[src/pipe_params.svh]
/*
 pipeline and interrupt entry constants.
 assumes inclusion by bare name; definitions only.
*/
`ifndef PIPE_PARAMS_SVH
`define PIPE_PARAMS_SVH
// number of pipeline stages
`define PIPE_STAGES 8
// index of first fetch stage
`define FIRST_FETCH_IDX 0
// index of second decode stage, first committed stage
`define SECOND_DECODE_IDX 3
// instruction word width
`define INSN_W 32
// program address width
`define PC_W 32
// reset fetch address
`define RESET_PC 32'h0000_0000
// pc step per instruction
`define PC_STEP 32'h0000_0001
// number of interrupt lines
`define IRQ_LINES 16
// index width for interrupt lines
`define IRQ_IDX_W 4
`endif

[src/pipe_pkg.sv]
/*
 types shared by the pipeline interrupt entry block.
 assumes pipe_params.svh is on the include path.
*/
`include "pipe_params.svh"
package pipe_pkg;
	// one pipeline slot
	typedef struct packed {
		logic valid;
		logic [`PC_W-1:0] pc;
		logic [`INSN_W-1:0] insn;
	} slot_s;
	// retired instruction to the write-back side
	typedef struct packed {
		logic valid;
		logic [`PC_W-1:0] pc;
		logic [`INSN_W-1:0] insn;
	} retire_s;
	// interrupt entry request to the vector logic
	typedef struct packed {
		logic take;
		logic [`IRQ_IDX_W-1:0] line;
		logic [`PC_W-1:0] return_pc;
	} entry_s;
	// service state, gray coded along idle, drain, service
	typedef enum logic [1:0] {
		ST_IDLE = 2'b00,
		ST_DRAIN = 2'b01,
		ST_SERVICE = 2'b11
	} svc_e;
endpackage

[src/irq_pick.sv]
/*
 pending interrupt latch and fixed priority pick.
 assumes synchronous request lines, one clock, rstn synchronous active low.
*/
`timescale 1ns/1ps
`include "pipe_params.svh"
module irq_pick
	import pipe_pkg::*;
(
	// clock and reset
	input wire logic clk,
	input wire logic rstn,
	// request side
	input wire logic [`IRQ_LINES-1:0] irq_req,
	input wire logic [`IRQ_LINES-1:0] irq_enable,
	// acknowledge of the picked line
	input wire logic ack,
	input wire logic [`IRQ_IDX_W-1:0] ack_line,
	// pick result
	output logic any_pending,
	output logic [`IRQ_IDX_W-1:0] pick_line,
	output logic [`IRQ_LINES-1:0] pending
);
	// pending flags
	logic [`IRQ_LINES-1:0] pending_reg;
	logic [`IRQ_LINES-1:0] pending_next;
	logic [`IRQ_LINES-1:0] gated;

	// lowest index wins
	function automatic logic [`IRQ_IDX_W-1:0] low_index(input logic [`IRQ_LINES-1:0] v);
		logic [`IRQ_IDX_W-1:0] r;
		r = '0;
		for (int i = `IRQ_LINES-1; i >= 0; i--) begin
			if (v[i]) begin
				r = i[`IRQ_IDX_W-1:0];
			end
		end
		return r;
	endfunction

	// ack clears, a new request in the same cycle wins
	always_comb begin
		pending_next = pending_reg;
		if (ack) begin
			pending_next[ack_line] = 1'b0;
		end
		pending_next = pending_next | irq_req;
	end

	// latch requests
	always_ff @(posedge clk) begin
		if (!rstn) begin
			pending_reg <= '0;
		end else begin
			pending_reg <= pending_next;
		end
	end

	assign gated = pending_reg & irq_enable;
	assign any_pending = |gated;
	assign pick_line = low_index(gated);
	assign pending = pending_reg;
endmodule

[src/pipe_irq_ctrl.sv]
/*
 eight stage pipeline control with maskable interrupt entry.
 assumes one clock, synchronous inputs, instruction memory answering fetch in the same cycle.
*/
`timescale 1ns/1ps
`include "pipe_params.svh"
module pipe_irq_ctrl
	import pipe_pkg::*;
(
	// clock and reset
	input wire logic clk,
	input wire logic rstn,
	// instruction fetch
	input wire logic [`INSN_W-1:0] fetch_insn,
	output logic [`PC_W-1:0] fetch_pc,
	// interrupt requests
	input wire logic [`IRQ_LINES-1:0] irq_req,
	input wire logic [`IRQ_LINES-1:0] irq_enable,
	// software nesting override, lets requests in during service
	input wire logic nest_allow,
	// return from the service routine, one cycle pulse
	input wire logic irq_return,
	// outputs
	output retire_s retire,
	output entry_s entry,
	output logic in_service,
	output logic [`PIPE_STAGES-1:0] stage_valid
);
	// pipeline slots, index 0 is first fetch stage
	slot_s pipe_reg [`PIPE_STAGES];
	logic [`PC_W-1:0] pc_reg;
	logic [`PC_W-1:0] pc_next;
	svc_e state_reg;
	svc_e state_next;
	logic [`IRQ_IDX_W-1:0] line_reg;
	logic [`PC_W-1:0] ret_pc_reg;
	retire_s retire_reg;
	entry_s entry_reg;
	logic in_service_reg;
	logic [`PIPE_STAGES-1:0] stage_valid_reg;
	// picker interface
	logic any_pending;
	logic [`IRQ_IDX_W-1:0] pick_line;
	logic accept;
	logic drained;
	logic fetch_on;
	logic [`PIPE_STAGES-1:0] valid_vec;

	// committed part empty
	function automatic logic committed_empty(input logic [`PIPE_STAGES-1:0] v);
		return ~|v[`PIPE_STAGES-1:`SECOND_DECODE_IDX];
	endfunction

	// oldest flushed pc, the restart address
	function automatic logic [`PC_W-1:0] oldest_young_pc(input logic [`PIPE_STAGES-1:0] v,
			input logic [`PC_W-1:0] pcs [`PIPE_STAGES], input logic [`PC_W-1:0] fpc);
		logic [`PC_W-1:0] r;
		r = fpc;
		for (int i = 0; i < `SECOND_DECODE_IDX; i++) begin
			if (v[i]) begin
				r = pcs[i];
			end
		end
		return r;
	endfunction

	logic [`PC_W-1:0] slot_pcs [`PIPE_STAGES];
	always_comb begin
		for (int i = 0; i < `PIPE_STAGES; i++) begin
			valid_vec[i] = pipe_reg[i].valid;
			slot_pcs[i] = pipe_reg[i].pc;
		end
	end

	irq_pick u_pick (
		.clk(clk),
		.rstn(rstn),
		.irq_req(irq_req),
		.irq_enable(irq_enable),
		.ack(accept),
		.ack_line(pick_line),
		.any_pending(any_pending),
		.pick_line(pick_line),
		.pending()
	);

	// accept only when idle, or in service with nesting allowed
	assign accept = any_pending && ((state_reg == ST_IDLE) || ((state_reg == ST_SERVICE) && nest_allow));
	// fetch stops from acceptance until the committed stages drain
	assign fetch_on = (state_reg != ST_DRAIN) && !accept;
	assign drained = committed_empty(valid_vec);

	// service state machine
	always_comb begin
		state_next = state_reg;
		unique case (state_reg)
			ST_IDLE: begin
				if (accept) begin
					state_next = ST_DRAIN;
				end
			end
			ST_DRAIN: begin
				// committed stages run out, no stall anywhere
				if (drained) begin
					state_next = ST_SERVICE;
				end
			end
			ST_SERVICE: begin
				if (accept) begin
					state_next = ST_DRAIN;
				end else if (irq_return) begin
					state_next = ST_IDLE;
				end
			end
		endcase
	end

	always_ff @(posedge clk) begin
		if (!rstn) begin
			state_reg <= ST_IDLE;
		end else begin
			state_reg <= state_next;
		end
	end

	// fetch address, restart at first fetch on entry and return
	always_comb begin
		pc_next = pc_reg;
		if (accept) begin
			pc_next = oldest_young_pc(valid_vec, slot_pcs, pc_reg);
		end else if (state_reg == ST_SERVICE && irq_return) begin
			pc_next = ret_pc_reg;
		end else if (fetch_on) begin
			pc_next = pc_reg + `PC_STEP;
		end
	end

	always_ff @(posedge clk) begin
		if (!rstn) begin
			pc_reg <= `RESET_PC;
		end else begin
			pc_reg <= pc_next;
		end
	end

	// saved line and return address
	always_ff @(posedge clk) begin
		if (!rstn) begin
			line_reg <= '0;
			ret_pc_reg <= `RESET_PC;
		end else if (accept) begin
			line_reg <= pick_line;
			ret_pc_reg <= oldest_young_pc(valid_vec, slot_pcs, pc_reg);
		end
	end

	// eight stage shift, flush of uncommitted stages on accept
	always_ff @(posedge clk) begin
		if (!rstn) begin
			for (int i = 0; i < `PIPE_STAGES; i++) begin
				pipe_reg[i] <= '0;
			end
		end else begin
			// first fetch stage loads every cycle, valid only while fetching
			pipe_reg[`FIRST_FETCH_IDX] <= '{valid: fetch_on, pc: pc_reg, insn: fetch_insn};
			for (int i = 1; i < `PIPE_STAGES; i++) begin
				if (accept && i <= `SECOND_DECODE_IDX) begin
					pipe_reg[i] <= '0;
				end else begin
					pipe_reg[i] <= pipe_reg[i-1];
				end
			end
		end
	end

	// registered outputs
	always_ff @(posedge clk) begin
		if (!rstn) begin
			retire_reg <= '0;
			entry_reg <= '0;
			in_service_reg <= 1'b0;
			stage_valid_reg <= '0;
		end else begin
			retire_reg <= '{valid: pipe_reg[`PIPE_STAGES-1].valid,
				pc: pipe_reg[`PIPE_STAGES-1].pc, insn: pipe_reg[`PIPE_STAGES-1].insn};
			entry_reg <= '{take: (state_reg == ST_DRAIN) && drained, line: line_reg, return_pc: ret_pc_reg};
			in_service_reg <= (state_next != ST_IDLE);
			stage_valid_reg <= valid_vec;
		end
	end

	assign fetch_pc = pc_reg;
	assign retire = retire_reg;
	assign entry = entry_reg;
	assign in_service = in_service_reg;
	assign stage_valid = stage_valid_reg;
endmodule

[config.mk]
export PLATFORM = sky130hd
export DESIGN_NAME = pipe_irq_ctrl
export DESIGN_NICKNAME = d
export VERILOG_FILES = /design/src/pipe_pkg.sv /design/src/irq_pick.sv /design/src/pipe_irq_ctrl.sv
export VERILOG_INCLUDE_DIRS = /design/src
export SDC_FILE = /design/constraint.sdc
export NUM_CORES = 1
export LEC_CHECK = 0
export ABC_AREA = 1
export BUFFER_PORTS_ARGS = -buffer_cell sky130_fd_sc_hd__buf_2
export CAP_MARGIN = 20
export CORE_ASPECT_RATIO = 0.8
export CORE_MARGIN = 4
export CORE_UTILIZATION = 30
export CTS_CLUSTER_DIAMETER = 200
export DETAILED_ROUTE_END_ITERATION = 7
export PLACE_DENSITY_LB_ADDON = 0.1
export SETUP_SLACK_MARGIN = 0.15
export SYNTH_ARGS = -nofsm -noshare
export SYNTH_HDL_FRONTEND = slang
export SYNTH_SLANG_ARGS = --single-unit
[constraint.sdc]
create_clock -name clk -period 2.5 [get_ports clk]
set_clock_uncertainty 0.05 [all_clocks]
set_input_delay 0.5 -clock clk [delete_from_list [all_inputs] [get_ports clk]]
set_output_delay 0.5 -clock clk [all_outputs]
set_load 0.005 [all_outputs]
* Word level (Yosys, flattened, before mapping)
Memories as Yosys holds them, arrays and structs flattened.
Index checks and enable logic that the tools add are counted.
** Storage, ports and cells
- Latch bits :: 0
- Memories kept :: 1
- Logic and storage cells :: 98
- ROM bits :: 0
- Input port bits :: 68
- Flip-flop bits (word level) :: 197
- Bits in writable memories :: 520
** Memories
- pipe_reg :: words 8, width 65, read ports 8, clocked after memory_dff 0, write ports 8, RTL line pipe_irq_ctrl.sv:30 : slot_s pipe_reg [`PIPE_STAGES];
** Operators by class
- Divide/modulo/power cells :: 0
- Add/subtract/negate cells :: 1
- $mul :: 0
- Multiplexer cells :: 49
- Reductions and logical operators :: 14
- Eq/ne operators :: 3
- Magnitude comparators :: 2
- Shift operators :: 0
- Bitwise operators :: 15
** Operators with widths (number)
- 2-to-1 mux 65 bit :: 11
- 2-to-1 mux 32 bit :: 6
- 2-to-1 mux 4 bit :: 16
- adder 32 x 1 -> 32 bit (second input constant) :: 1
- bitwise AND 16 bit :: 2
- 2-to-1 mux 16 bit :: 1
- inverter 16 bit :: 1
- bitwise OR 16 bit :: 1
- OR reduction 16 bit :: 1
- bitwise OR 1 bit :: 11
- 2-to-1 mux 1 bit :: 9
- 2-to-1 mux 2 bit :: 4
- logical AND 1 bit :: 6
- case mux 2 bit (3 select lines) :: 1
- < comparator 4 x 5 -> 1 bit (second input constant) :: 1
- OR reduction 5 bit :: 1
- demux 1 bit (select 4 bit) :: 1
- greater-or-equal comparator 4 x 1 -> 1 bit (second input constant) :: 1
- nonzero test 3 bit :: 1
- equality test 2 x 1 -> 1 bit (second input constant) :: 1
- equality test 2 bit (second input constant) :: 1
- logical NOT 1 bit :: 2
- logical NOT 2 bit :: 1
- inequality test 2 x 1 -> 1 bit (second input constant) :: 1
- 2 further kinds :: 2

* Longest topological paths before layout
- Word-level depth :: 25
- Mapped depth :: 20
- Depth with buffers taken out :: 20

* Modules after synthesis
A second synthesis with hierarchy kept.
** Second synthesis, totals
- Cell total of the unflattened synthesis :: 2868
- Area total of the unflattened synthesis :: 25181.7 um^2
** Modules (own cells, without submodules)
- pipe_irq_ctrl :: cells each 2734, area each 24310.8 um^2, instances 1
- irq_pick :: cells each 134, area each 870.8 um^2, instances 1

* Least setup slack after synthesis
Ideal clock, no wire load.
- Path kind :: input-to-reg
- Start :: input irq_enable[0]
- End :: memory pipe_reg[0][138] (netlist name) (data pin)
- Cell stages on the path :: 12
- Data arrival time :: 1764 ps
- Data required time :: 2312 ps
- Path buffers :: 3
- Library setup time :: 138 ps
- Path slack :: 547 ps
- Cells stage by stage :: nand2_2 > nand2_2 > nor2_1 > nand2_1 > nor2_1 > inv_2 > nand2_4 > nand2_1 > buf_2 > buf_6 > buf_2 > nor2_1
** RTL lines
- from (decl) :: RTL line pipe_irq_ctrl.sv:18 : input wire logic [`IRQ_LINES-1:0] irq_enable,
- to (decl) :: RTL line pipe_irq_ctrl.sv:30

* Final worst setup path
- Start :: register pc_reg[2], in the netlist fetch_pc[2]
- End :: register pc_reg[31], in the netlist fetch_pc[31]
** On the way
- Cells in the longest elaborated chain, start to end :: 4
** RTL lines
- from (decl) :: RTL line pipe_irq_ctrl.sv:31 : logic [`PC_W-1:0] pc_reg;
- from (signal assigned) :: RTL line pipe_irq_ctrl.sv:140 : pc_reg <= `RESET_PC;
- from (signal assigned) :: RTL line pipe_irq_ctrl.sv:142 : pc_reg <= pc_next;
- adder 32 x 1 -> 32 bit (no line)
- 2-to-1 mux 32 bit :: RTL line pipe_irq_ctrl.sv:133 : end else if (fetch_on) begin
- 2-to-1 mux 32 bit :: RTL line pipe_irq_ctrl.sv:131 : end else if (state_reg == ST_SERVICE && irq_return) begin
- 2-to-1 mux 32 bit :: RTL line pipe_irq_ctrl.sv:129 : if (accept) begin
No other way between the ends. The select of a mux whose other input is x is not followed.
A chain may end at the register's enable or synchronous reset.

==> results.md <==
* Largest cells by area after synthesis: dfxtp_1 42%, edfxtp_1 24%, inv_1 11%, nand2_1 9.3%, nor2_1 3.9%
* XOR/XNOR Fraction of Synth Area at less than 1%
* Initial Utilization at 30.2%
* Max clock buf depth at 3
* Pre-antenna DRT Iters at 5
* Site Rows at 94
* CP arrival at 2620 ps
* Post-Synth Adder-Cell Area at 0.0503%
* Worst hold path stage count at 3
* Register area share after synthesis at about two thirds
* Largest net degree at the start of global routing at 129
* First-pass GRT wire length at 85900 microns
* Critical path class: flip-flop to flip-flop
* Total CTS buffers at slightly below 80
* Post-Synthesis Cells at 2765
* R2r worst-path depth at 12
* Gpl congestion at 0.831
* Final Core Density at 37.6%
* Worst path depth at 12
* Vias at 16500
* Worst hold path class: input pin to flip-flop
* Post-route DRC at 0
* Max incr delay on CP at 480 ps
* Die H at 265 microns
* Hpwl dp at around 33000 microns
* Number of enable flip-flop cells after synthesis at 195
* Slew HR at 40.0%
* Critical Path End Type: flip-flop
* Unique masters post-synth at 44
* Width of the chip at 330 microns
* Maximum VDD drop at 405 uV
* Setup violators final at 0
* CP bufs+invs at 0
* Synth area leader: dfxtp_1
* Period utilization at 87.5%
* Share of the synthesized area in the top cell type at about two fifths
* CTS root buffer: clkbuf_16
* Leak at 16.3 nW
* RSZ-0062 raised after global routing: no
* Fin crit period at 2190 ps
* Wirelength per Cell at 12.0 microns
* CP max FO at 6
* Ys flop type: dfxtp_1
* Syn Area/Cell at 8.99 sq um
* Drt first-iter violations at 982
* Largest family of logic cells by synthesized area: simple AND/OR/NAND/NOR gates
* DR vias/cell at between 3 and 4
* Max Slew Vio Count at 0
* Slowest CP cell: dfxtp_1
* Clock sinks at 712
* Ys Warns at 0
* Startpoint Class: flip-flop
* Port bufs at 210
* Slew @ Worst Pin at 900 ps
* Clock slew at reported path FFs at 60 ps
* Max-cap violations at 0
* Synth Area in Simple Gates at 15.1%
* Initial antenna violation count at 0
* Register-to-register setup slack at 310 ps
* Area growth, synth to finish at 24.5%
* Crit path cell chain: nand3_2 -> nor2_4 -> nand2_4 -> nor2_4 -> nand2_4 -> nor3_4 -> nand2_2 -> nor2_2 -> nand2_1 -> xor2_1 -> o21ai_1 -> a31oi_1
* Die area at between 80000 and 90000 sq um
* Most common library cells after synthesis: 701 x inv_1, 617 x nand2_1, 517 x dfxtp_1
* GRT Total Usage at 12.1%
* Number of I/O pins at between 200 and 250
* Fin. Hold Viols at 0
* Max reg flops at 516
* Share of cells above drive strength 1 at roughly 13%
* Fmax at 457 MHz
* Clock latency on the worst-skew pair at 620 ps
* Routed Antenna Nets at 0
* H-tree levels at 3
* #FFs+latches synth at 712
* Synth Area in Compound Gates at 5.73%
* CTS tree: yes
* Grt ovf at 0
* Final WL at 52200 microns
* Fin Setup TNS at 0 ps
* Vias in the first global route at 16400
* ANT cells at 0
* Critical Path RT at 2930 ps
* Async set-reset flop share out of synthesis at 0%
* Status: finished, final reports clean
* Top-count cell post-synth: inv_1
* Area of the mapped netlist at ~25000 sq um
* Fill cells at 8539
* Family with the most delay on the worst path: simple AND/OR/NAND/NOR gates
* Final net count at 3258
* Power Density at 889 nW/um^2
* Post-synthesis mux area share at 0%
* Core Box Area at 82200 sq um
## layout by cell type, fill, tap and decap left out, types with 10 or more instances in the layout
cell type / n
inv_1: 701
nand2_1: 616
dfxtp_1: 514
nor2_1: 256
buf_2: 209
edfxtp_1: 195
conb_1: 195
o21ai_0: 84
clkbuf_16: 84
a21oi_1: 63
a31oi_1: 31
dlygate4sd3_1: 31
o22ai_1: 27
xor2_1: 26
a211oi_1: 20
clkbuf_8: 20
buf_4: 18
clkbuf_1: 17
nand3_1: 16
o21ai_1: 16
buf_12: 13
clkinv_2: 12
nand4_1: 11
nor3_1: 10
## tightest hold or removal path, stage by stage
cell	delay, ps
buf_2	100
nand2_1	50
inv_1	40
## power breakdown
group	switching, W	internal [W]	leakage (nW)
logic	0.00163	0.000851	8.71
clock network	0.00472	0.00729	1.36
registers	0.000422	0.0126	6.24
total	0.00678	0.0207	16.3
## area by class of cell
type	count	area (sq um)	share of cell area (%)
inverter	707	2650	8.58
tap	1104	1380	4.47
clock inverter	25	303	0.979
clock buffer	121	2440	7.89
multi-input combinational	1417	6180	20.0
timing repair buffer	272	1770	5.71
sequential	712	16200	52.4
## repair_timing
item,CTS,global route
endpoints found under the hold margin,31,0
hold buffers,31,0
gates resized for setup,0,5
endpoints found under the setup margin,0,2
buffers inserted,0,2
## worst paths after layout
path	start	end
max reg2reg	fetch_pc[2]	fetch_pc[31]
max	fetch_pc[2]	fetch_pc[31]
min reg2reg	pipe_reg[1][29]	pipe_reg[1][94]
min	fetch_insn[31]	pipe_reg[0][31]
## kinds of logic after synthesis
group | after synthesis
adders and majority gates | 1
AOI/OAI and AO/OA | 253
xor gates and xnor gates | 26
and+or+nand+nor | 942
other | 1
DFF | 712
buffers and inverters | 830
## stage by stage
| step | power (W) | worst slack (ps) | area, sq um | hold slack, ps | std cells |
|---|---|---|---|---|---|
| floorplan | 0.0147 | 547 | 25600 | 340 | 2959 |
| global placement | 0.0157 | 193 | 27900 | 342 | 4179 |
| detailed placement | 0.0157 | 156 | 27900 | 345 | 4179 |
| CTS | 0.0281 | 287 | 30900 | 6.58 | 4356 |
| global route | 0.0290 | 126 | 30900 | 39.6 | 4358 |
| finish | 0.0275 | 311 | 30900 | 58.7 | 4358 |
## metal layers
metal	wire, microns	up-vias	part of all wire, %	global-route usage, %
li1	-	8844	-	-
met5	0	-	0	0
met1	26700	7270	51	17.6
met3	2930	107	5.6	3.07
met2	20800	313	40	17.0
met4	1730	0	3.3	4.79
Note: power is estimated with default switching activity, not from simulation.
